### src/rtl/acx_pkg.sv
// Purpose: Shared constants and types of the auxiliary command engine
// Assumes: 100 MHz register clock, 1 MHz auxiliary sample tick
// Notes: Offsets are byte addresses on the register port
package acx_pkg;
	// ****************************************
	// Register map
	// ****************************************
	localparam logic [11:0] CMD_OFS = 12'h100;
	localparam logic [11:0] WFIFO_OFS = 12'h104;
	localparam logic [11:0] ADDR_OFS = 12'h108;
	localparam logic [11:0] DIV_OFS = 12'h10C;
	localparam logic [11:0] RDATA_OFS = 12'h134;
	localparam logic [11:0] RCODE_OFS = 12'h138;
	localparam logic [11:0] STATUS_OFS = 12'h140;

	// ****************************************
	// Command register fields
	// ****************************************
	localparam int LEN_LSB = 0;
	localparam int LEN_W = 4;
	localparam int OP_LSB = 8;
	localparam int OP_W = 4;
	localparam int CONT_BIT = 10;
	localparam int ONLY_BIT = 12;
	localparam int CMD_W = 13;
	localparam int ADDR_W = 20;
	localparam logic [3:0] OP_NATIVE_WR = 4'h8;
	localparam logic [3:0] OP_NATIVE_RD = 4'h9;
	localparam logic [1:0] I2C_KIND_WR = 2'h0;
	localparam logic [1:0] I2C_KIND_RD = 2'h1;
	localparam logic [1:0] I2C_KIND_WSTAT = 2'h2;

	// ****************************************
	// Status bits, reset values, timing
	// ****************************************
	localparam int STAT_REPLY = 0;
	localparam int STAT_TIMEOUT = 1;
	localparam int STAT_BUSY = 2;
	localparam logic [7:0] DIV_RESET = 8'h64;
	localparam logic [3:0] ACK_CODE = 4'h0;
	localparam int REPLY_DEPTH = 16;
	localparam int WRITE_DEPTH = 16;
	localparam int REPLY_TIMEOUT_US = 400;
	localparam int TICK_PER_US = 1;
	localparam logic [2:0] HDR_LAST = 3'h2;
	localparam logic [2:0] LEN_IDX = 3'h3;

	typedef enum logic [1:0] {ST_IDLE, ST_SEND, ST_WAIT, ST_RECV} acx_state_t;
endpackage

### src/rtl/acx_fifo_if.sv
// Purpose: Carrier between the engine and a byte store
// Assumes: Single clock
// Notes: Owner pushes and pops, store answers
`timescale 1ns/1ps
interface acx_fifo_if #(parameter int W = 8);
	logic push;
	logic [W-1:0] push_data;
	logic pop;
	logic [W-1:0] pop_data;
	logic flush;
	logic full;
	logic empty;
	modport owner (output push, push_data, pop, flush, input pop_data, full, empty);
	modport store (input push, push_data, pop, flush, output pop_data, full, empty);
endinterface // acx_fifo_if

### src/rtl/acx_byte_fifo.sv
// Purpose: Small first-in first-out byte store with flush
// Assumes: Depth is a power of two
// Notes: Push when full and pop when empty are ignored
`timescale 1ns/1ps
module acx_byte_fifo #(
	parameter int W = 8,
	parameter int DEPTH = 16
) (
	// Clock and reset
	input wire logic clock,
	input wire logic sys_rst,
	// Owner side
	acx_fifo_if.store port
);
	localparam int AW = $clog2(DEPTH);

	// Depth check
	if (DEPTH < 2 || (1 << AW) != DEPTH) begin : g_bad_depth
		$error("acx_byte_fifo depth must be a power of two");
	end

	logic [W-1:0] mem [DEPTH];
	logic [AW:0] wr_ptr, rd_ptr, next_wr_ptr, next_rd_ptr;
	logic do_push, do_pop;

	// Flags and read data
	assign port.full = (wr_ptr ^ rd_ptr) == {1'b1, {AW{1'b0}}};
	assign port.empty = wr_ptr == rd_ptr;
	assign port.pop_data = mem[rd_ptr[AW-1:0]];
	assign do_push = port.push && !port.full && !port.flush;
	assign do_pop = port.pop && !port.empty && !port.flush;

	// Pointer next values
	always_comb begin
		next_wr_ptr = wr_ptr;
		next_rd_ptr = rd_ptr;
		if (port.flush) begin
			next_wr_ptr = '0;
			next_rd_ptr = '0;
		end else begin
			if (do_push) next_wr_ptr = wr_ptr + 1'b1;
			if (do_pop) next_rd_ptr = rd_ptr + 1'b1;
		end
	end

	// Pointer registers
	always_ff @(posedge clock or posedge sys_rst) begin
		if (sys_rst) begin
			wr_ptr <= '0;
			rd_ptr <= '0;
		end else begin
			wr_ptr <= next_wr_ptr;
			rd_ptr <= next_rd_ptr;
		end
	end

	// Storage
	always_ff @(posedge clock) begin
		if (do_push) mem[wr_ptr[AW-1:0]] <= port.push_data;
	end
endmodule // acx_byte_fifo

### src/rtl/acx_tick_gen.sv
// Purpose: Divides the register clock down to the 1 MHz sample tick
// Assumes: Divide value equals the clock rate in MHz
// Notes: A divide value of zero behaves as one
`timescale 1ns/1ps
module acx_tick_gen (
	// Clock and reset
	input wire logic clock,
	input wire logic sys_rst,
	// Control
	input wire logic [7:0] div,
	output logic tick
);
	logic [7:0] cnt, next_cnt;
	logic next_tick;

	// Count to divide value minus one
	always_comb begin
		next_cnt = cnt + 8'h01;
		next_tick = 1'b0;
		if (cnt + 8'h01 >= div) begin
			next_cnt = 8'h00;
			next_tick = 1'b1;
		end
	end

	// Counter registers
	always_ff @(posedge clock or posedge sys_rst) begin
		if (sys_rst) begin
			cnt <= 8'h00;
			tick <= 1'b0;
		end else begin
			cnt <= next_cnt;
			tick <= next_tick;
		end
	end
endmodule // acx_tick_gen

### src/rtl/acx_engine.sv
// Purpose: Auxiliary channel request engine driven by register writes
// Assumes: Register strobes and link bytes synchronous to clock
// Notes: Request bytes go out on tx, reply bytes come in on rx
//
// Notes on behaviour
// [RQ1] Only a write to the command register launches a transaction.
// [RQ2] Host loads address, then write bytes, then command 0x08 for a write.
// [RQ3] Each launch ends in a reply-received or a reply-timeout flag; the timeout runs only while waiting for the first reply byte.
// [RQ4] Reply code register holds the sink code; zero means acknowledged.
// [RQ5] Host writes address first, then command with byte count for a read.
// [RQ6] Command bits 3..0 hold the payload length of reads and writes.
// [RQ7] Reply bytes are kept in a sixteen-entry byte store at one address.
// [RQ8] Each read of reply data returns the next byte and advances.
// [RQ9] Command bits 11..8 select the I2C write, read and status commands.
// [RQ10] Continuation bit set leaves the remote I2C bus in its state.
// [RQ11] Continuation bit clear makes the remote bus idle after the command.
// [RQ12] Bit 12 with I2C write or read gives an address-only request.
// [RQ13] Address-only requests carry no length and no data bytes.
// [RQ14] Bit 12 with write status sends a length-free progress query.
// [RQ15] Sink may answer a write with acknowledge plus bytes-written count.
// [RQ16] Host tolerates repeated defer codes and reissues commands.
// [RQ17] Host places I2C write bytes in the write store before commanding.
// [RQ18] Sink turns address-only write with continuation into start and address.
// [RQ19] Sink appends to an open write to the same address without a start.
// [RQ20] Sink ends a write without continuation with a stop.
// [RQ21] Sink turns address-only without continuation into just a stop.
// [RQ22] Software sets the divider to clock MHz for a 1 MHz sample tick.
// [RQ23] Host writes no control register until the reply flag is set.
// [RQ24] The reply store is emptied when a new transaction starts.
`timescale 1ns/1ps
module acx_engine #(
	parameter int REPLY_DEPTH = acx_pkg::REPLY_DEPTH,
	parameter int WRITE_DEPTH = acx_pkg::WRITE_DEPTH,
	parameter int TIMEOUT_US = acx_pkg::REPLY_TIMEOUT_US
) (
	// Clock and reset
	input wire logic clock,
	input wire logic sys_rst,
	// Register port
	input wire logic reg_wr,
	input wire logic reg_rd,
	input wire logic [11:0] reg_addr,
	input wire logic [31:0] reg_wdata,
	output logic [31:0] reg_rdata,
	// Link request bytes
	output logic aux_tick,
	output logic tx_valid,
	output logic [7:0] tx_data,
	output logic tx_last,
	input wire logic tx_ready,
	// Link reply bytes
	input wire logic rx_valid,
	input wire logic [7:0] rx_data,
	input wire logic rx_last,
	// Status
	output logic busy
);
	localparam int TO_TICKS = TIMEOUT_US * acx_pkg::TICK_PER_US;

	// Parameter check
	if (TO_TICKS < 1 || TO_TICKS > 4095 || REPLY_DEPTH < 16) begin : g_bad_param
		$error("acx_engine timeout or reply depth out of range");
	end

	// ****************************************
	// Storage and divider
	// ****************************************
	acx_fifo_if #(.W(8)) wq ();
	acx_fifo_if #(.W(8)) rq ();

	acx_byte_fifo #(.W(8), .DEPTH(WRITE_DEPTH)) u_wfifo (
		.clock(clock),
		.sys_rst(sys_rst),
		.port(wq)
	);

	acx_byte_fifo #(.W(8), .DEPTH(REPLY_DEPTH)) u_rfifo ( // [RQ7]
		.clock(clock),
		.sys_rst(sys_rst),
		.port(rq)
	);

	logic [7:0] div;
	acx_tick_gen u_tick (
		.clock(clock),
		.sys_rst(sys_rst),
		.div(div),
		.tick(aux_tick) // [RQ22]
	);

	// ****************************************
	// State
	// ****************************************
	acx_pkg::acx_state_t state, next_state;
	logic [acx_pkg::CMD_W-1:0] cmd, next_cmd;
	logic [acx_pkg::ADDR_W-1:0] addr, next_addr;
	logic [7:0] next_div;
	logic [3:0] code, next_code;
	logic got_reply, next_got_reply;
	logic got_timeout, next_got_timeout;
	logic [4:0] idx, next_idx;
	logic [11:0] wait_cnt, next_wait_cnt;
	logic [31:0] next_rdata;

	// Decoded command
	logic [3:0] op;
	logic is_i2c, short_req, has_data;
	logic [4:0] last_idx;
	logic wr_hit, rd_hit, launch, tx_take;
	logic done_ok, done_to;

	// Decode address strobes
	function automatic logic hit(input logic stb, input logic [11:0] a, input logic [11:0] ofs);
		return stb && (a == ofs);
	endfunction

	// Command decode
	assign op = cmd[acx_pkg::OP_LSB +: acx_pkg::OP_W]; // [RQ9]
	assign is_i2c = !op[3];
	assign short_req = is_i2c && cmd[acx_pkg::ONLY_BIT]; // [RQ12] [RQ14]
	assign has_data = !short_req && (op == acx_pkg::OP_NATIVE_WR
		|| (is_i2c && op[1:0] == acx_pkg::I2C_KIND_WR));
	always_comb begin
		if (short_req) last_idx = {2'b00, acx_pkg::HDR_LAST}; // [RQ13]
		else if (has_data) last_idx = 5'(acx_pkg::LEN_IDX)
			+ 5'(cmd[acx_pkg::LEN_LSB +: acx_pkg::LEN_W]) + 5'h01; // [RQ6]
		else last_idx = {2'b00, acx_pkg::LEN_IDX};
	end

	assign launch = hit(reg_wr, reg_addr, acx_pkg::CMD_OFS) && state == acx_pkg::ST_IDLE; // [RQ1]
	assign tx_take = tx_valid && tx_ready;
	assign busy = state != acx_pkg::ST_IDLE;

	// ****************************************
	// Request byte builder
	// ****************************************
	// Header, address, length, then payload
	always_comb begin
		tx_valid = state == acx_pkg::ST_SEND;
		tx_last = idx == last_idx;
		unique case (idx)
			5'h00: tx_data = {op, addr[19:16]}; // [RQ10] [RQ11]
			5'h01: tx_data = addr[15:8];
			5'h02: tx_data = addr[7:0];
			5'h03: tx_data = {4'h0, cmd[acx_pkg::LEN_LSB +: acx_pkg::LEN_W]}; // [RQ6]
			default: tx_data = wq.empty ? 8'h00 : wq.pop_data;
		endcase
	end

	// Write store hookup
	assign wr_hit = hit(reg_wr, reg_addr, acx_pkg::WFIFO_OFS);
	assign wq.push = wr_hit;
	assign wq.push_data = reg_wdata[7:0];
	assign wq.pop = tx_take && idx > 5'(acx_pkg::LEN_IDX);
	assign wq.flush = 1'b0;

	// Reply store hookup
	assign rd_hit = hit(reg_rd, reg_addr, acx_pkg::RDATA_OFS);
	assign rq.flush = launch; // [RQ24]
	assign rq.push = state == acx_pkg::ST_RECV && rx_valid; // [RQ15]
	assign rq.push_data = rx_data;
	assign rq.pop = rd_hit; // [RQ8]

	// ****************************************
	// Transaction sequencer
	// ****************************************
	// Next state of the transaction
	always_comb begin
		next_state = state;
		next_idx = idx;
		next_wait_cnt = wait_cnt;
		next_code = code;
		done_ok = 1'b0;
		done_to = 1'b0;
		unique case (state)
			acx_pkg::ST_IDLE: begin
				if (launch) begin
					next_state = acx_pkg::ST_SEND;
					next_idx = 5'h00;
				end
			end
			acx_pkg::ST_SEND: begin
				if (tx_take) begin
					next_idx = idx + 5'h01;
					if (tx_last) begin
						next_state = acx_pkg::ST_WAIT;
						next_wait_cnt = 12'h000;
					end
				end
			end
			acx_pkg::ST_WAIT: begin
				if (rx_valid) begin
					next_code = rx_data[7:4]; // [RQ4]
					if (rx_last) done_ok = 1'b1;
					else next_state = acx_pkg::ST_RECV;
				end else if (aux_tick) begin
					next_wait_cnt = wait_cnt + 12'h001;
					if (wait_cnt + 12'h001 >= 12'(TO_TICKS)) done_to = 1'b1; // [RQ3]
				end
			end
			acx_pkg::ST_RECV: begin
				if (rx_valid && rx_last) done_ok = 1'b1;
			end
		endcase
		if (done_ok || done_to) next_state = acx_pkg::ST_IDLE;
		// Flags: a new event wins over a status read clear
		next_got_reply = got_reply;
		next_got_timeout = got_timeout;
		if (hit(reg_rd, reg_addr, acx_pkg::STATUS_OFS)) begin
			next_got_reply = 1'b0;
			next_got_timeout = 1'b0;
		end
		if (launch) begin
			next_got_reply = 1'b0;
			next_got_timeout = 1'b0;
		end
		if (done_ok) next_got_reply = 1'b1; // [RQ3]
		if (done_to) next_got_timeout = 1'b1; // [RQ3]
	end

	// Sequencer registers
	always_ff @(posedge clock or posedge sys_rst) begin
		if (sys_rst) begin
			state <= acx_pkg::ST_IDLE;
			idx <= 5'h00;
			wait_cnt <= 12'h000;
			code <= acx_pkg::ACK_CODE;
			got_reply <= 1'b0;
			got_timeout <= 1'b0;
		end else begin
			state <= next_state;
			idx <= next_idx;
			wait_cnt <= next_wait_cnt;
			code <= next_code;
			got_reply <= next_got_reply;
			got_timeout <= next_got_timeout;
		end
	end

	// ****************************************
	// Control registers and read port
	// ****************************************
	// Next control values; writes while busy are ignored
	always_comb begin
		next_cmd = cmd;
		next_addr = addr;
		next_div = div;
		if (launch) next_cmd = reg_wdata[acx_pkg::CMD_W-1:0]; // [RQ1]
		if (hit(reg_wr, reg_addr, acx_pkg::ADDR_OFS) && !busy) begin
			next_addr = reg_wdata[acx_pkg::ADDR_W-1:0];
		end
		if (hit(reg_wr, reg_addr, acx_pkg::DIV_OFS) && !busy) begin
			next_div = reg_wdata[7:0]; // [RQ22]
		end
	end

	// Read data mux, registered
	always_comb begin
		next_rdata = 32'h0000_0000;
		if (reg_rd) begin
			unique case (reg_addr)
				acx_pkg::CMD_OFS: next_rdata = {19'h0, cmd};
				acx_pkg::ADDR_OFS: next_rdata = {12'h000, addr};
				acx_pkg::DIV_OFS: next_rdata = {24'h0, div};
				acx_pkg::RDATA_OFS: next_rdata = {24'h0, rq.empty ? 8'h00 : rq.pop_data}; // [RQ8]
				acx_pkg::RCODE_OFS: next_rdata = {28'h0, code}; // [RQ4]
				acx_pkg::STATUS_OFS: begin
					next_rdata[acx_pkg::STAT_REPLY] = got_reply;
					next_rdata[acx_pkg::STAT_TIMEOUT] = got_timeout;
					next_rdata[acx_pkg::STAT_BUSY] = busy;
				end
				default: next_rdata = 32'h0000_0000;
			endcase
		end
	end

	// Control registers
	always_ff @(posedge clock or posedge sys_rst) begin
		if (sys_rst) begin
			cmd <= '0;
			addr <= '0;
			div <= acx_pkg::DIV_RESET;
			reg_rdata <= 32'h0000_0000;
		end else begin
			cmd <= next_cmd;
			addr <= next_addr;
			div <= next_div;
			reg_rdata <= next_rdata;
		end
	end
endmodule // acx_engine

### config.mk
export PLATFORM = sky130hd
export DESIGN_NAME = acx_engine
export DESIGN_NICKNAME = d
export VERILOG_FILES = /design/src/rtl/acx_pkg.sv /design/src/rtl/acx_fifo_if.sv /design/src/rtl/acx_byte_fifo.sv /design/src/rtl/acx_tick_gen.sv /design/src/rtl/acx_engine.sv
export SDC_FILE = /design/constraint.sdc
export NUM_CORES = 1
export LEC_CHECK = 0
export BUFFER_PORTS_ARGS = -buffer_cell sky130_fd_sc_hd__buf_2
export CELL_PAD_IN_SITES_DETAIL_PLACEMENT = 0
export CELL_PAD_IN_SITES_GLOBAL_PLACEMENT = 1
export CORE_MARGIN = 4
export CORE_UTILIZATION = 50
export CTS_CLUSTER_SIZE = 16
export DETAILED_ROUTE_END_ITERATION = 10
export PLACE_DENSITY_LB_ADDON = 0.1
export SETUP_SLACK_MARGIN = 0.2
export SYNTH_ARGS = -nofsm -noshare
export SYNTH_HDL_FRONTEND = slang
export SYNTH_SLANG_ARGS = --single-unit
### constraint.sdc
create_clock -name clock -period 7.2 [get_ports clock]
set_input_delay 0.72 -clock clock [delete_from_list [all_inputs] [get_ports clock]]
set_output_delay 0.72 -clock clock [all_outputs]
set_load 0.05 [all_outputs]
### Word-level counts from Yosys, hierarchy flattened

Memory sizes are Yosys's and may differ from the RTL's.
Cells that the tools add are included.
W data, S select, Z words.

| word-level totals | value |
|---|---|
| register bits after elaboration | 127 |
| latch bits | 0 |
| RAM bits | 256 |
| ROM bits | 0 |
| bits of input ports | 59 |
| output and inout bits | 44 |
| word-level logic and storage cells | 153 |
| memories kept | 2 |

Memory list:

| memory | words | bits a word | rd ports | clocked after memory_dff | wr ports | RTL line | text |
|---|---|---|---|---|---|---|---|
| u_rfifo.mem | 16 | 8 | 1 | 0 | 1 | acx_byte_fifo.sv:22 | `logic [W-1:0] mem [DEPTH];` |
| u_wfifo.mem | 16 | 8 | 1 | 0 | 1 | acx_byte_fifo.sv:22 |  |

| cells by class | value |
|---|---|
| $add $sub $neg | 9 |
| $mul | 0 |
| div/mod/pow operators | 0 |
| order comparisons | 3 |
| equal/unequal tests | 29 |
| shift-type cells | 0 |
| multiplexer cells | 45 |
| bitwise gates (word level) | 2 |
| reductions and logical operators | 47 |

Operators by type and width:

| kind | number |
|---|---|
| $pmux W17 S5 | 1 |
| $eq A12 B9 Y1 const B | 7 |
| $mux W12 | 4 |
| $mux W5 | 8 |
| $pmux W8 S4 | 1 |
| $add A5 B1 Y5 const B | 6 |
| $mux W8 | 3 |
| $pmux W12 S2 | 1 |
| $logic_and A1 B1 Y1 | 22 |
| $mux W20 | 1 |
| $pmux W3 S6 | 1 |
| $mux W1 | 16 |
| $eq A5 B5 Y1 | 3 |
| $add A12 B1 Y12 const B | 1 |
| $ge A12 B9 Y1 const B | 1 |
| $mux W2 | 6 |
| $eq A5 B2 Y1 const B | 2 |
| $eq A5 B5 Y1 const B | 2 |
| $pmux W5 S2 | 1 |
| $reduce_bool A2 Y1 | 5 |
| $xor A5 B5 Y5 | 2 |
| $ne A3 B1 Y1 const B | 3 |
| $add A8 B1 Y8 const B | 1 |
| $ge A8 B8 Y1 | 1 |
| other kinds (21) | 36 |

### Depth between registers and ports, before layout

| logic depth | value |
|---|---|
| depth in word-level cells | 11 |
| depth in mapped cells | 9 |
| gate-level depth less buffers | 8 |

### Cells and area by module

Synthesis repeated with hierarchy kept, for this count alone.

| unflattened totals | value |
|---|---|
| cells, all modules | 1119 |
| area, all modules | 16862.4 um^2 |

By module, submodules not included:

| module | instances | cells each | area an instance (um^2) | seq. area each (um^2) |
|---|---|---|---|---|
| acx_byte_fifo at u_wfifo | 1 | 313 | 5769.3 | 4093.9 |
| acx_byte_fifo at u_rfifo | 1 | 314 | 5764.3 | 4093.9 |
| acx_engine | 1 | 434 | 4690.7 | 2155.8 |
| acx_tick_gen | 1 | 58 | 638.1 | 225.2 |

### Least setup slack after synthesis

No wires, ideal clock.

| timing path | value |
|---|---|
| path type | register to output |
| start point | register u_wfifo.rd_ptr[1] |
| end point | output port tx_data[0] |
| arrival | 2.312 ns |
| data required time | 6.480 ns |
| slack | 4.168 ns |
| cell stages (with the launch flop) | 8 |
| buffers on the path | 3 |
| path through | dfrtp_1 clkbuf_1 clkbuf_1 buf_2 mux2i_1 nor2_1 a21oi_1 o22ai_1 |

| between the ends | value |
|---|---|
| longest elaborated chain between the ends | 3 |
| elaborated cells between the ends (all ways) | 4 |
| those cells by class | eq/ne (1); mux (2); memory (1) |

Ends and longest elaborated chain:

| what | RTL line | text |
|---|---|---|
| start: declaration | acx_byte_fifo.sv:23 | `logic [AW:0] wr_ptr, rd_ptr, next_wr_ptr, next_rd_ptr;` |
| start signal: assignment | acx_byte_fifo.sv:53 | `rd_ptr <= next_rd_ptr;` |
| $mem_v2 Z16 W8 or $eq A5 B5 Y1 (tied branches) | -- |  |
| $mux W8 * | acx_engine.sv:146 | `default: tx_data = wq.empty ? 8'h00 : wq.pop_data;` |
| $pmux W8 S4 * | acx_engine.sv:141 | `unique case (idx)` |
| end: declaration | acx_engine.sv:48 | `output logic [7:0] tx_data,` |

Every way passes the cells marked *; elsewhere a longest branch is shown, timed or not.

### Worst setup path after layout

| timing path | value |
|---|---|
| start point | register u_wfifo.rd_ptr[0] |
| end point | output port tx_data[5] |

Same word-level chain as after synthesis.

==> results.md <==
* NumNets Final at 1223
* Worst-Margin Slew at 1.038 ns
* Worst setup startpoint: u_wfifo.rd_ptr[0]$_DFFE_PP0P_
* Status: completed
* Final Skew at 0.01156 ns
* I/O pin cnt at 103
* Worst reg2reg path endpoint: u_rfifo.mem[7][2]$_DFFE_PP_
* First-pass GRT wire length at 55180 µm
* Max stage delay on crit path at 0.70 ns
* WP buf/inv at 2
* R2R Setup Slk at 3.88 ns
* Layout cell share with drive strength beyond 1 at 24.70%
* PortBufs at 78
* Clock transition at path regs at 0.06 ns
* Hold WS at 0.2703 ns
* Synth top area share at 47.46%
* FP Rows at 65
* Fmax at 251.7 MHz
* Gpl congestion at 0.7751
* CTS tree: done
* PostCTS Resize Cnt at 0
* Synth Cell Area at 16200 µm²
* Peak supply drop at 0.2108 mV
* Critical Path Sink Type: output pin
* Endpoints failing hold at 0
* Detailed Route WL at 35220 µm
* Cts bufs inserted at 40
* Top cells by area, synth: edfxtp_1 (47%), dfrtp_1 (17%), mux4_2 (8.9%)
* Largest net degree at the start of global routing at 70
* Postcts setup bufs at 0
* Slew headroom at 30.59%
* Final period utilization at 55.17%
* WS Path Type: register to output pin
* Clk_lat worst skew at 0.52 ns
* Top post-synthesis cells by count: edfxtp_1 (256), dfrtp_1 (112), mux4_2 (64), mux2_2 (57), nand2_1 (55)
* Worst-case clock buffer depth at 3
* Data required, critical path at 6.48 ns
* Max Cap Viol at 0
* Clock root buffer: clkbuf_16
* Critical path, cell by cell: buf_4 > mux4_2 > mux2i_1 > nor2_1 > a21oi_1 > o22ai_1 > buf_2
* Yosys cell types at 66
* Synth Instances at 1052
* GRT Total Usage at 19.99%
* Min Tclk post-route at 3.972 ns
* Ys flop type: edfxtp_1
* Post-Route Setup TNS at 0 ns
* Critical path's top delay family: multiplexers
* Final ANT Viol Nets at 0
* CP Depth at 7
* Syn_area_per_cell at 15.40 µm²
* Worst-path fanout max at 21
* Detailed Routing Iterations Pass 1 at 7
* Fillers at 2572
* WP data arrival at 3.25 ns
* Final Slew Violations at 0
* Starting Density at 51.07%
* Startpoint Class: register
* Clock Sinks at 371
* Cts hold-fix bufs at 0
* HPWL Detailed at 23430 µm
* FFs w/ async S/R, synth at 31.00%
* Final core utilization at 57.48%
* DRC at 0
* Vias in the first global route at 9248
* CP max-delay cell: dfrtp_2
* Gr ovfl total at 0
* Reg2Reg Depth at 7
* Antenna violations before repair at 0
* Core Area at 31720 µm²
* Hold crit path type: input pin to asynchronous set/reset pin
* Yosys warning total at 0
* Count leader, synth: edfxtp_1
* Die W at 188.0 µm
* Routed vias at 9062
* Reg2Reg Launch Point: u_rfifo.rd_ptr[0]$_DFFE_PP0P_
* Yosys top cell by area: edfxtp_1
* CP endpoint: tx_data[5]
* Final setup viols at 0
* Vias/cell at 5.776
* Level count of the clock H-tree at 2
* Seq cells post-synth at 371
* Post-synth EDFFs at 256
* Die Y at 188.0 µm
* Lkg Pwr at 6.794 nW
* Die Area at 35340 µm²
* Pwr Density at 310.3 nW/µm²
* RSZ-0062 raised after global routing: no
* WL/cell at 22.45 µm
* DRT iter0 DRCs at 591
* Sequential-to-total area share from yosys stat at 65.24%
* Layout area overhead at 12.54%
==> through the flow <==
stage | worst slack (ns) | instances | cell area [µm²] | power (W)
floorplan | 3.441 | 1063 | 16240 | 0.003390
global placement | 3.489 | 1494 | 16950 | 0.003734
detailed placement | 3.486 | 1494 | 16950 | 0.003740
CTS | 3.086 | 1568 | 18230 | 0.005722
global route | 2.971 | 1568 | 18230 | 0.005928
finish | 3.228 | 1569 | 18230 | 0.005657
==> cell families (layout without fill, tap and decap cells) <==
| group | Yosys count | count (layout) | synth area share [%] |
|---|---|---|---|
| AOI/OAI and AO/OA | 153 | 153 | 6.681 |
| buffers and inverters | 97 | 200 | 2.626 |
| adders and majority gates | 30 | 30 | 2.317 |
| DFF | 371 | 371 | 65.24 |
| other | 1 | 13 | 0.02315 |
| muxes | 139 | 139 | 13.97 |
| xor gates and xnor gates | 37 | 37 | 2.000 |
| and+or+nand+nor | 224 | 224 | 7.137 |
==> final cells by class <==
type	count	area, µm²	share of cell area (%)
clock inverters	19	158.9	0.8717
diodes	1	2.502	0.01373
multi-input cells	595	5249	28.79
inverters	34	130.1	0.7138
flip-flops and latches	371	10570	57.99
repair buffers	92	495.5	2.718
clock buffers	55	1120	6.143
well taps	402	503.0	2.759
==> where the power goes <==
group | total, W | switching [W] | internal (W)
combinational | 0.00120 | 0.000754 | 0.000449
sequential | 0.00248 | 0.000122 | 0.00236
clock | 0.00198 | 0.000811 | 0.00117
total | 0.00566 | 0.00169 | 0.00397
==> metal layers <==
layer / track usage (%) / part of all wire, % / vias to the layer above
li1: - / - / 4223
met1: 29.85 / 46 / 4596
met2: 32.11 / 48 / 212
met3: 2.792 / 4.2 / 31
met4: 3.614 / 1.1 / 0
met5: 0 / 0 / -
==> how the worst min path moves through the flow <==
stage / startpoint / endpoint / slack (ns) / depth (start not counted)
6_report: sys_rst / wait_cnt[3]$_DFFE_PP0P_ / 0.27 / 2
5_1_grt: sys_rst / wait_cnt[3]$_DFFE_PP0P_ / 0.32 / 2
4_1_cts: sys_rst / div[0]$_DFFE_PP0P_ / 0.30 / 2
3_5_place_dp: got_reply$_DFFE_PP0P_ / got_reply$_DFFE_PP0P_ / 0.48 / 2
3_3_place_gp: got_reply$_DFFE_PP0P_ / got_reply$_DFFE_PP0P_ / 0.48 / 2
2_1_floorplan: got_reply$_DFFE_PP0P_ / got_reply$_DFFE_PP0P_ / 0.44 / 2
==> cells in the final DEF, fill, tap and decap left out, types with 15 or more instances in the layout <==
cell type,instances
and2_1,28
clkbuf_16,42
mux2i_1,18
buf_2,78
mux2_2,57
o21ai_0,28
mux4_2,64
dfrtp_1,110
nor2_1,51
nand3_1,20
xor2_1,20
nor3_1,15
edfxtp_1,256
xnor2_1,17
ha_1,30
nand2_1,55
a21oi_1,22
inv_1,33
==> sequential cells by signal, summed over array words and instances, names as in the netlist, 8 cells and up <==
| signal | flops |
|---|---|
| u_tick.cnt | 8 |
| cmd | 13 |
| u_rfifo.mem | 128 |
| wait_cnt | 12 |
| reg_rdata | 20 |
| addr | 20 |
| u_wfifo.mem | 128 |
| div | 8 |
(Power assumes the default switching activity.)
